$ cat src/core/wdt_pwr_pkg.sv
`default_nettype none
package wdt_pwr_pkg;
  // special function register word addresses
  localparam logic [15:0] reset_control_addr = 16'h0740;
  localparam logic [15:0] module_disable1_addr = 16'h0770;
  localparam logic [15:0] module_disable2_addr = 16'h0772;
  // configuration word addresses (table read space)
  localparam logic [23:0] oscillator_config_addr = 24'hf80000;
  localparam logic [23:0] watchdog_config_addr = 24'hf80002;
  localparam logic [23:0] brownout_por_config_addr = 24'hf80004;
  localparam logic [23:0] code_segment_config_addr = 24'hf8000a;
  localparam logic [23:0] debug_config_addr = 24'hf8000c;
  localparam int cfg_used_w = 16;
  localparam int cfg_word_w = 24;
  // field positions
  localparam int wdt_fuse_bit = 15;
  localparam int rc_por_bit = 0;
  localparam int rc_bor_bit = 1;
  localparam int rc_idle_bit = 2;
  localparam int rc_sleep_bit = 3;
  localparam int rc_watchdog_timeout_flag_bit = 4;
  localparam int rc_soft_en_bit = 5;
  localparam int rc_swr_bit = 6;
  localparam int rc_extr_bit = 7;
  localparam int osc_group_lsb = 8;
  localparam int primary_osc_lsb = 0;
  // erased fuse image: every used bit reads 1
  localparam logic [15:0] erased_fuse = 16'hffff;
  localparam logic [15:0] zero16 = 16'h0000;
  // clock source codes (current_osc_select encoding)
  localparam logic [2:0] src_ext_clock = 3'h0;
  localparam logic [2:0] src_fast_rc = 3'h1;
  localparam logic [2:0] src_low_power_rc = 3'h2;
  localparam logic [2:0] src_ext_rc = 3'h3;
  localparam logic [2:0] src_crystal = 3'h4;
  localparam logic [2:0] src_crystal_pll = 3'h5;
  localparam logic [2:0] src_low_power_crystal = 3'h6;
  // timing
  localparam int clk_mhz = 10;
  localparam int por_delay_ns = 10000;
  localparam int por_delay_cyc = (por_delay_ns * clk_mhz) / 1000;
  localparam logic [1:0] power_save_instr_sleep = 2'h0;
  localparam logic [1:0] power_save_instr_idle = 2'h1;

  typedef enum logic [2:0] {
    st_run = 3'h0,
    st_idle = 3'h1,
    st_sleep = 3'h3,
    st_wake_por = 3'h2,
    st_wake_osc = 3'h6,
    st_wake_powerup_timer = 3'h7
  } pwr_state_t;

  typedef struct packed {
    logic por;
    logic bor;
    logic ext;
    logic sw;
  } reset_req_t;

  typedef struct packed {
    logic we;
    logic re;
    logic [15:0] addr;
    logic [15:0] wdata;
  } sfr_bus_t;
endpackage
`default_nettype wire

$ cat src/core/wdt_pwr_ctrl.sv
// What this block does
// - watchdog counter advances on the low-power RC clock enable, not the system clock
// - watchdog fuse enable at 1 forces the watchdog on; erased fuse reads 1
// - enabled watchdog counts to overflow; overflow in run resets the device
// - clear-watchdog instruction restarts the count from zero
// - with fuse enable 0, soft enable bit 5 of reset control starts or stops it
// - time-out in sleep wakes the device and sets sleep and time-out flags
// - power-save instruction enters sleep or idle by its operand
// - sleep gates cpu and peripheral clocks and stops the on-chip oscillator unless a kept low-power crystal is selected
// - clock-fail monitor off in sleep; low-power rc runs if watchdog operates
// - sleep ends on enabled interrupt at priority, any reset, or watchdog time-out
// - wake restarts previous clock; after power-on or brown-out fuses choose
// - crystal wake waits start-up timer, pll waits lock; por and powerup delays apply
// - external, fast rc, low-power rc, external rc wake applies only the 10 us delay
// - low-power crystal kept through sleep wakes with only the power-on delay
// - interrupt wake from sleep vectors to the handler and sets the sleep flag
// - any reset wakes sleep; external and software resets set sleep flag, power-on clears it
// - idle stops only the cpu clock and ends on the same events as sleep
// - idle wake restores cpu clock at once and resumes after the instruction
// - idle flag set by interrupt wake or external or software reset; wdt idle wake sets both
// - config words are 24 bits with low 16 used, readable by table read
// - module-disable bit takes effect one instruction cycle after write
// - peripheral runs only if present and not disabled; present ones default enabled
`default_nettype none
module wdt_pwr_ctrl #(
  parameter int wdt_width = 16,
  parameter int powerup_timer_cycles = 640,
  parameter logic [15:0] present_mask1 = 16'hffff,
  parameter logic [15:0] present_mask2 = 16'hffff,
  parameter logic [15:0] fuse_osc = 16'hffff,
  parameter logic [15:0] fuse_wdt = 16'hffff,
  parameter logic [15:0] fuse_borpor = 16'hffff,
  parameter logic [15:0] fuse_gs = 16'hffff,
  parameter logic [15:0] fuse_icd = 16'hffff
) (
  input wire logic clk_sys,
  input wire logic reset,
  input wire wdt_pwr_pkg::reset_req_t reset_req,
  input wire logic low_power_rc_osc_tick,
  input wire logic clear_watchdog_instr,
  input wire logic power_save_instr,
  input wire logic [1:0] power_save_operand,
  input wire logic int_wake_req,
  input wire logic clock_switch_en,
  input wire logic [2:0] current_osc_select,
  input wire logic low_power_crystal_keep,
  input wire logic osc_startup_done,
  input wire logic pll_lock,
  input wire wdt_pwr_pkg::sfr_bus_t sfr,
  output logic [15:0] sfr_rdata,
  input wire logic [23:0] table_addr,
  output logic [23:0] table_rdata,
  output logic device_reset,
  output logic cpu_clk_en,
  output logic periph_clk_en,
  output logic osc_run,
  output logic [2:0] wake_osc_select,
  output logic clock_fail_monitor_en,
  output logic low_power_rc_osc_en,
  output logic vector_to_handler,
  output logic [31:0] periph_run
);
  // the wake delay counter is 16 bits wide
  if (wdt_width < 2 || wdt_width > 24 || powerup_timer_cycles < 1 || powerup_timer_cycles > 65535)
  begin : g_bad
    $error("wdt_pwr_ctrl: unsupported parameter");
  end

  typedef struct packed {
    wdt_pwr_pkg::pwr_state_t st;
    logic [wdt_width-1:0] wdt;
    logic [15:0] reset_control_reg;
    logic [15:0] md1;
    logic [15:0] md2;
    logic [31:0] run;
    logic [15:0] delay;
    logic need_osc;
    logic need_powerup_timer;
    logic [2:0] wsrc;
    logic rst_out;
    logic vec;
    logic fuse_sel;
  } state_t;

  state_t s_r;
  state_t s_nxt;
  logic wdt_on;
  logic wdt_ovf;
  logic any_rst;
  logic [2:0] fuse_src;

  assign wdt_on = fuse_wdt[wdt_pwr_pkg::wdt_fuse_bit] | s_r.reset_control_reg[wdt_pwr_pkg::rc_soft_en_bit];
  assign wdt_ovf = wdt_on & low_power_rc_osc_tick & (&s_r.wdt);
  assign any_rst = reset_req.por | reset_req.bor | reset_req.ext | reset_req.sw;
  assign fuse_src = fuse_osc[wdt_pwr_pkg::osc_group_lsb +: 3];

  always_comb
  begin
    s_nxt = s_r;
    s_nxt.rst_out = 1'b0;
    s_nxt.vec = 1'b0;
    if (clear_watchdog_instr || !wdt_on)
    begin
      s_nxt.wdt = '0;
    end
    else if (low_power_rc_osc_tick)
    begin
      s_nxt.wdt = s_r.wdt + 1'b1;
    end
    // register writes land one cycle ahead of the gate update
    if (sfr.we)
    begin
      case (sfr.addr)
        wdt_pwr_pkg::reset_control_addr: s_nxt.reset_control_reg = sfr.wdata;
        wdt_pwr_pkg::module_disable1_addr: s_nxt.md1 = sfr.wdata;
        wdt_pwr_pkg::module_disable2_addr: s_nxt.md2 = sfr.wdata;
        default: s_nxt.md1 = s_nxt.md1;
      endcase
    end
    s_nxt.run = {present_mask2 & ~s_r.md2, present_mask1 & ~s_r.md1};
    case (s_r.st)
      wdt_pwr_pkg::st_run:
      begin
        if (power_save_instr && !any_rst && !wdt_ovf)
        begin
          if (power_save_operand == wdt_pwr_pkg::power_save_instr_sleep)
          begin
            s_nxt.st = wdt_pwr_pkg::st_sleep;
            s_nxt.need_osc = !(current_osc_select == wdt_pwr_pkg::src_low_power_crystal
                               && low_power_crystal_keep);
          end
          else
          begin
            s_nxt.st = wdt_pwr_pkg::st_idle;
          end
        end
      end
      wdt_pwr_pkg::st_idle:
      begin
        if (wdt_ovf)
        begin
          s_nxt.st = wdt_pwr_pkg::st_run;
          s_nxt.reset_control_reg[wdt_pwr_pkg::rc_idle_bit] = 1'b1;
          s_nxt.reset_control_reg[wdt_pwr_pkg::rc_watchdog_timeout_flag_bit] = 1'b1;
        end
        else if (int_wake_req)
        begin
          s_nxt.st = wdt_pwr_pkg::st_run;
          s_nxt.vec = 1'b1;
          s_nxt.reset_control_reg[wdt_pwr_pkg::rc_idle_bit] = 1'b1;
        end
      end
      wdt_pwr_pkg::st_sleep:
      begin
        if (wdt_ovf || int_wake_req)
        begin
          s_nxt.st = wdt_pwr_pkg::st_wake_por;
          s_nxt.delay = 16'(wdt_pwr_pkg::por_delay_cyc);
          s_nxt.fuse_sel = 1'b0;
          s_nxt.wsrc = current_osc_select;
          s_nxt.reset_control_reg[wdt_pwr_pkg::rc_sleep_bit] = 1'b1;
          s_nxt.vec = int_wake_req & ~wdt_ovf;
          if (wdt_ovf)
          begin
            s_nxt.reset_control_reg[wdt_pwr_pkg::rc_watchdog_timeout_flag_bit] = 1'b1;
          end
        end
      end
      wdt_pwr_pkg::st_wake_por:
      begin
        // power-on delay always; oscillator waits only for crystals
        if (s_r.delay <= 16'h0001)
        begin
          s_nxt.st = (s_r.need_osc && (s_r.wsrc == wdt_pwr_pkg::src_crystal
                      || s_r.wsrc == wdt_pwr_pkg::src_crystal_pll
                      || s_r.wsrc == wdt_pwr_pkg::src_low_power_crystal))
                     ? wdt_pwr_pkg::st_wake_osc : wdt_pwr_pkg::st_run;
        end
        else
        begin
          s_nxt.delay = s_r.delay - 16'h0001;
        end
      end
      wdt_pwr_pkg::st_wake_osc:
      begin
        if (osc_startup_done && (s_r.wsrc != wdt_pwr_pkg::src_crystal_pll || pll_lock))
        begin
          s_nxt.st = wdt_pwr_pkg::st_wake_powerup_timer;
          s_nxt.delay = 16'(powerup_timer_cycles);
        end
      end
      wdt_pwr_pkg::st_wake_powerup_timer:
      begin
        if (s_r.delay <= 16'h0001)
        begin
          s_nxt.st = wdt_pwr_pkg::st_run;
        end
        else
        begin
          s_nxt.delay = s_r.delay - 16'h0001;
        end
      end
      default: s_nxt.st = wdt_pwr_pkg::st_run;
    endcase
    // overflow in run resets the device
    if (wdt_ovf && s_r.st == wdt_pwr_pkg::st_run)
    begin
      s_nxt.st = wdt_pwr_pkg::st_run;
      s_nxt.rst_out = 1'b1;
      s_nxt.reset_control_reg = s_r.reset_control_reg & 16'(1 << wdt_pwr_pkg::rc_soft_en_bit);
      s_nxt.reset_control_reg[wdt_pwr_pkg::rc_watchdog_timeout_flag_bit] = 1'b1;
      s_nxt.wdt = '0;
    end
    if (any_rst)
    begin
      s_nxt.rst_out = 1'b1;
      s_nxt.wdt = '0;
      s_nxt.vec = 1'b0;
      s_nxt.md1 = zero16_f();
      s_nxt.md2 = zero16_f();
      s_nxt.need_osc = 1'b1;
      s_nxt.delay = 16'(wdt_pwr_pkg::por_delay_cyc);
      s_nxt.st = wdt_pwr_pkg::st_wake_por;
      if (reset_req.por)
      begin
        s_nxt.reset_control_reg = 16'(3 << wdt_pwr_pkg::rc_por_bit);
        s_nxt.fuse_sel = 1'b1;
        s_nxt.wsrc = fuse_src;
      end
      else if (reset_req.bor)
      begin
        s_nxt.reset_control_reg[wdt_pwr_pkg::rc_bor_bit] = 1'b1;
        s_nxt.reset_control_reg[wdt_pwr_pkg::rc_por_bit] = 1'b0;
        s_nxt.fuse_sel = 1'b1;
        s_nxt.wsrc = fuse_src;
      end
      else
      begin
        s_nxt.wsrc = clock_switch_en ? current_osc_select : fuse_src;
        s_nxt.reset_control_reg[wdt_pwr_pkg::rc_extr_bit] = reset_req.ext;
        s_nxt.reset_control_reg[wdt_pwr_pkg::rc_swr_bit] = reset_req.sw;
        s_nxt.reset_control_reg[wdt_pwr_pkg::rc_watchdog_timeout_flag_bit] = 1'b0;
        s_nxt.reset_control_reg[wdt_pwr_pkg::rc_sleep_bit] = (s_r.st == wdt_pwr_pkg::st_sleep);
        s_nxt.reset_control_reg[wdt_pwr_pkg::rc_idle_bit] = (s_r.st == wdt_pwr_pkg::st_idle);
      end
    end
  end

  function automatic logic [15:0] zero16_f();
    return wdt_pwr_pkg::zero16;
  endfunction

  always_ff @(posedge clk_sys)
  begin
    if (reset)
    begin
      s_r <= '0;
      s_r.st <= wdt_pwr_pkg::st_run;
      s_r.reset_control_reg <= 16'(3 << wdt_pwr_pkg::rc_por_bit);
      s_r.run <= {present_mask2, present_mask1};
    end
    else
    begin
      s_r <= s_nxt;
    end
  end

  // register read port
  always_comb
  begin
    case (sfr.addr)
      wdt_pwr_pkg::reset_control_addr: sfr_rdata = s_r.reset_control_reg;
      wdt_pwr_pkg::module_disable1_addr: sfr_rdata = s_r.md1;
      wdt_pwr_pkg::module_disable2_addr: sfr_rdata = s_r.md2;
      default: sfr_rdata = wdt_pwr_pkg::zero16;
    endcase
  end

  // upper byte of each config word reads zero
  always_comb
  begin
    case (table_addr)
      wdt_pwr_pkg::oscillator_config_addr: table_rdata = {8'h00, fuse_osc};
      wdt_pwr_pkg::watchdog_config_addr: table_rdata = {8'h00, fuse_wdt};
      wdt_pwr_pkg::brownout_por_config_addr: table_rdata = {8'h00, fuse_borpor};
      wdt_pwr_pkg::code_segment_config_addr: table_rdata = {8'h00, fuse_gs};
      wdt_pwr_pkg::debug_config_addr: table_rdata = {8'h00, fuse_icd};
      default: table_rdata = 24'h000000;
    endcase
  end

  assign device_reset = s_r.rst_out;
  assign cpu_clk_en = (s_r.st == wdt_pwr_pkg::st_run);
  assign periph_clk_en = (s_r.st == wdt_pwr_pkg::st_run) || (s_r.st == wdt_pwr_pkg::st_idle);
  assign osc_run = (s_r.st != wdt_pwr_pkg::st_sleep) || !s_r.need_osc;
  assign clock_fail_monitor_en = (s_r.st != wdt_pwr_pkg::st_sleep);
  assign low_power_rc_osc_en = wdt_on || (s_r.st != wdt_pwr_pkg::st_sleep);
  assign wake_osc_select = s_r.wsrc;
  assign vector_to_handler = s_r.vec;
  assign periph_run = s_r.run & {32{periph_clk_en}};

  property p_wdt_reset;
    @(posedge clk_sys) disable iff (reset)
      (wdt_ovf && s_r.st == wdt_pwr_pkg::st_run && !any_rst) |=> device_reset
        && s_r.reset_control_reg[wdt_pwr_pkg::rc_watchdog_timeout_flag_bit];
  endproperty
  a_wdt_reset: assert property (p_wdt_reset) else $error("no reset on overflow");

  property p_clear;
    @(posedge clk_sys) disable iff (reset)
      (clear_watchdog_instr && !any_rst) |=> s_r.wdt == '0;
  endproperty
  a_clear: assert property (p_clear) else $error("clear ignored");

  property p_sleep_wake;
    @(posedge clk_sys) disable iff (reset)
      (s_r.st == wdt_pwr_pkg::st_sleep && wdt_ovf && !any_rst) |=>
        s_r.reset_control_reg[wdt_pwr_pkg::rc_sleep_bit] && s_r.reset_control_reg[wdt_pwr_pkg::rc_watchdog_timeout_flag_bit]
        && !device_reset;
  endproperty
  a_sleep_wake: assert property (p_sleep_wake) else $error("bad sleep wake");

  property p_sleep_gate;
    @(posedge clk_sys) disable iff (reset)
      (s_r.st == wdt_pwr_pkg::st_sleep) |-> !cpu_clk_en && !periph_clk_en
        && !clock_fail_monitor_en;
  endproperty
  a_sleep_gate: assert property (p_sleep_gate) else $error("clock in sleep");

  property p_idle_wake;
    @(posedge clk_sys) disable iff (reset)
      (s_r.st == wdt_pwr_pkg::st_idle && int_wake_req && !wdt_ovf && !any_rst) |=>
        cpu_clk_en && vector_to_handler && s_r.reset_control_reg[wdt_pwr_pkg::rc_idle_bit];
  endproperty
  a_idle_wake: assert property (p_idle_wake) else $error("slow idle wake");

  property p_por_flags;
    @(posedge clk_sys) disable iff (reset)
      reset_req.por |=> !s_r.reset_control_reg[wdt_pwr_pkg::rc_sleep_bit]
        && !s_r.reset_control_reg[wdt_pwr_pkg::rc_idle_bit];
  endproperty
  a_por_flags: assert property (p_por_flags) else $error("por flags");

  property p_por_delay;
    @(posedge clk_sys) disable iff (reset)
      ($rose(s_r.st == wdt_pwr_pkg::st_wake_por) && !any_rst) |->
        !cpu_clk_en [*8];
  endproperty
  a_por_delay: assert property (p_por_delay) else $error("short por delay");

  property p_md_gate;
    @(posedge clk_sys) disable iff (reset)
      (sfr.we && sfr.addr == wdt_pwr_pkg::module_disable1_addr && !any_rst) |=>
        ##1 s_r.run[15:0] == (present_mask1 & ~$past(sfr.wdata, 2));
  endproperty
  a_md_gate: assert property (p_md_gate) else $error("gate delay");
endmodule // wdt_pwr_ctrl
`default_nettype wire

$ cat config.mk
export PLATFORM = sky130hd
export DESIGN_NAME = wdt_pwr_ctrl
export DESIGN_NICKNAME = d
export VERILOG_FILES = /design/src/core/wdt_pwr_pkg.sv /design/src/core/wdt_pwr_ctrl.sv
export SDC_FILE = /design/constraint.sdc
export NUM_CORES = 1
export LEC_CHECK = 0
export BUFFER_PORTS_ARGS = -buffer_cell sky130_fd_sc_hd__buf_2
export CAP_MARGIN = 20
export CELL_PAD_IN_SITES_DETAIL_PLACEMENT = 1
export CELL_PAD_IN_SITES_GLOBAL_PLACEMENT = 2
export CORE_AREA = 2 2 147 149
export CTS_CLUSTER_SIZE = 16
export DETAILED_ROUTE_END_ITERATION = 6
export DIE_AREA = 0 0 149 151
export PLACE_DENSITY = 0.77
export SLEW_MARGIN = 10
export SYNTH_ARGS = -nofsm -noshare
export SYNTH_HDL_FRONTEND = slang
export SYNTH_SLANG_ARGS = --single-unit
$ cat constraint.sdc
create_clock -name clk_sys -period 2.3 [get_ports clk_sys]
set_input_delay 0.115 -clock clk_sys [delete_from_list [all_inputs] [get_ports clk_sys]]
set_output_delay 0.115 -clock clk_sys [all_outputs]
set_load 0.02 [all_outputs]
==> run_results.csv <==
group,metric,value,unit
outcome,run_status,"finished, violations left",
outcome,violations,"setup timing",
critical_path,critPathCaptureType,"register",
final_layout,seq_area,2430,sq um
sta,setup_viol,6,
floorplanning,core,20800,sq um
cts,clock_latency,0.42,ns
detailed_routing,firstDrtPassIters,5,
detailed_routing,wl_per_cell,15.9,um
logic_synthesis,yosysSeqAreaShare,43.7,%
placement,numPortBuffers,148,
placement,globalplace.congestion,0.797,
floorplanning,io-pin-count,159,
power,pwr-share-seq,38.9,%
critical_path,crit_chain,"ha_4 -> nand4_1 -> or4_4 -> a211oi_4 -> buf_6 -> nand3_4 -> buf_4 -> or3_1 -> a21oi_1",
detailed_routing,drt_wl_total,18500,um
global_routing,grt_pass1_vias,5575,
detailed_routing,postRouteAntennaNets,0,
floorplanning,die_h,151,um
logic_synthesis,synthCells,674,
global_routing,grt_max_degree,36,
power,pwr_density_cell,701,nW/um^2
power,vdd.ir_drop.worst,0.554,mV
critical_path,reg2reg_slack,-0.03,ns
sta,post-route-period-util,101,%
critical_path,critical_path.max_stage_delay,0.47,ns
sta,hold_violations,0,
placement,post-dp-hpwl,13100,um
cts,clkTransAtPathRegs,0.06,ns
critical_path,path_delay_family,"simple AND/OR/NAND/NOR gates",
final_layout,area_growth,40.5,%
sta,worst_pin_slew,0.568,ns
critical_path,cp_slowest_cell,"or4_4",
power,leakagePower,3.30,nW
power,internal-power,0.00406,W
sta,fin_crit,2.33,ns
min_path,hold_path.class,"in2reg",
floorplanning,dieArea,22500,sq um
sta,worst_slack,-0.0266,ns
critical_path,path_max_fanout,5,
final_layout,diodes,0,
cts,cts_tree,"yes",
sta,slew_headroom,61.9,%
critical_path,required,2.65,ns
cts,numClockSinks,121,
sta,tns,-0.0991,ns
detailed_routing,drtIter0Drc,272,
critical_path,crit_type,"reg2reg",
floorplanning,start_util,26.6,%
floorplanning,die_w,149,um
critical_path,critical_path_buf_inv_count,2,
placement,detailedPlace.worstSlack,-0.158,ns
sta,rsz0062_at_grt,"true",
critical_path,r2r-end,"s_r[12]",
detailed_routing,num_vias,5476,
final_layout,fill_cells,2550,
logic_synthesis,ys.flop_type,"dfxtp_1",
global_routing,antenna_found_initial,0,
logic_synthesis,async_reset_ff_share,0,%
power,combPwrFrac,8.6,%
cts,htreeDepth,4,
final_layout,layout.nets,954,
detailed_routing,drt-vias-per-instance,4.71,
power,power,0.00545,W
logic_synthesis,yosysWarnings,0,
sta,fmax,0.430,GHz
floorplanning,num_rows,53,
min_path,min_to,"vector_to_handler",
logic_synthesis,netlist_area,5540,sq um
min_path,hold_depth,3,
logic_synthesis,synth-edff-count,0,
logic_synthesis,syn_avg_cell_area,8.22,sq um
sta,report.final.slew_viol_count,0,
sta,holdWs,0.0308,ns
detailed_routing,remaining_drc_errors,0,
critical_path,worst-r2r-cell-count,9,
sta,fin_skew,0.00867,ns
global_routing,grt-ovfl-total,0,
final_layout,multiInputGateArea,2810,sq um
cts,cts-buffers-inserted,17,
global_routing,grt_usage,16.6,%
critical_path,cp-start-kind,"register",
logic_synthesis,ys_types,53,
final_layout,final_core_util,37.4,%
logic_synthesis,ys_ff_latch,121,
final_layout,drive_gt1_share,31.9,%
cts,cts_buffer_depth,2,
min_path,min_from,"int_wake_req",
power,switchingPower,0.00140,W
global_routing,grt_pass1_wl,29400,um
cts,root_buffer,"clkbuf_16",
critical_path,rr_startpoint,"s_r[104]",
critical_path,crit_arrival,2.68,ns
power,power.share.switching,25.6,%
job,maxCapViolCount,0,
power,p_clk_share,52.5,%
==> synthesized netlist by cell type, types with 5 or more instances <==
| cell | number | share of area, % |
|---|---|---|
| nor3_1 | 13 | 1.2 |
| and2_1 | 33 | 3.7 |
| o31ai_1 | 5 | 0.68 |
| nand4_1 | 12 | 1.4 |
| dfxtp_1 | 121 | 44 |
| o21ai_0 | 11 | 0.99 |
| nand2_1 | 108 | 7.3 |
| clkbuf_1 | 31 | 2.1 |
| nand3_1 | 30 | 2.7 |
| a21oi_1 | 60 | 5.4 |
| a211oi_1 | 5 | 0.68 |
| xor2_1 | 12 | 1.9 |
| mux2i_1 | 19 | 3.4 |
| buf_4 | 27 | 3.7 |
| xnor2_1 | 7 | 1.1 |
| or3_1 | 6 | 0.68 |
| nor2_1 | 50 | 3.4 |
| buf_2 | 5 | 0.45 |
| or4_1 | 7 | 0.95 |
| nand2b_1 | 7 | 0.79 |
| a222oi_1 | 16 | 2.9 |
| inv_1 | 25 | 1.7 |
| nor4_1 | 11 | 1.2 |
| or2_2 | 7 | 0.79 |
==> cells by family after synthesis <==
family	count (synthesis)	synth area share [%]
flops	121	43.7
compound gates	114	13.3
simple gates	304	27.2
mux	21	3.84
fa+ha+maj	4	0.858
other cells	2	0.136
xor+xnor	19	3.00
buf+inv	89	7.97
==> worst register-to-register path: stages (launching register included) <==
cell and delay (ns):
dfxtp_2 0.35, ha_4 0.13, nand4_1 0.13, or4_4 0.47
a211oi_4 0.25, buf_6 0.16, nand3_4 0.10, buf_4 0.17
or3_1 0.35, a21oi_1 0.14
==> flip-flops by register name, indices dropped and copies added, names as in the netlist <==
| register | count |
|---|---|
| device_reset | 1 |
| s_r | 116 |
| vector_to_handler | 1 |
| wake_osc_select | 3 |
==> cells in the final DEF, fill, tap and decap left out, drive strengths merged, types with 9 or more instances in the layout <==
| cell | n |
|---|---|
| nand3 | 32 |
| dlygate4sd3 | 19 |
| xor2 | 12 |
| dfxtp | 121 |
| a222oi | 16 |
| nor2 | 50 |
| nand2 | 108 |
| nor4 | 12 |
| and2 | 34 |
| clkbuf | 17 |
| buf | 217 |
| mux2i | 19 |
| conb | 9 |
| a21oi | 60 |
| nand4 | 13 |
| inv | 34 |
| nor3 | 14 |
| o21ai | 11 |
==> area by class of cell <==
class,count,area share (%)
inverter,26,1.25
clock buffer,17,5.47
tap,275,4.42
multi-input combinational,472,36.1
clock inverter,15,2.61
timing repair buffer,236,19.0
sequential,121,31.2
==> how the worst max path moves through the flow <==
stage	start	to	slack, ns	depth (start not counted)
floorplan	s_r[104]	s_r[19]	-0.01	10
global placement	s_r[104]	s_r[11]	-0.11	8
detailed placement	s_r[104]	s_r[14]	-0.16	8
CTS	s_r[104]	s_r[14]	-0.02	9
global route	s_r[104]	s_r[14]	-0.14	9
finish	s_r[104]	s_r[12]	-0.03	9
==> layer usage <==
metal / global-route usage, % / routed length, um / vias to the layer above
met5: 0 / 0 / -
met4: 4.86 / 190 / 0
met2: 27.6 / 8550 / 156
li1: - / - / 2699
met1: 21.5 / 8560 / 2607
met3: 3.89 / 1160 / 14
==> power by group through the flow <==
stage	Combinational (W)	Sequential (W)	Clock [W]
finish	0.000471	0.00212	0.00286
global placement	0.000430	0.00217	0
CTS	0.000466	0.00212	0.00291
global route	0.000517	0.00212	0.00303
floorplan	0.000248	0.00216	0
detailed placement	0.000433	0.00217	0
==> per-stage QoR <==
stage	cells	area (sq um)
detailed placement	1105	6830
global route	1162	7780
global placement	1105	6830
floorplan	681	5600
finish	1162	7780
CTS	1159	7690
==> what timing repair did <==
item                                    in CTS  in global routing
endpoints found under the setup margin       8                 21
gates resized for setup                      3                 14
setup buffers                                2                  3
pin swaps                                    2                  7
hold endpoints to repair                    43                  0
gates cloned                                 1                  0
hold buffers                                19                  0
Power figures use the tool's default switching activity.
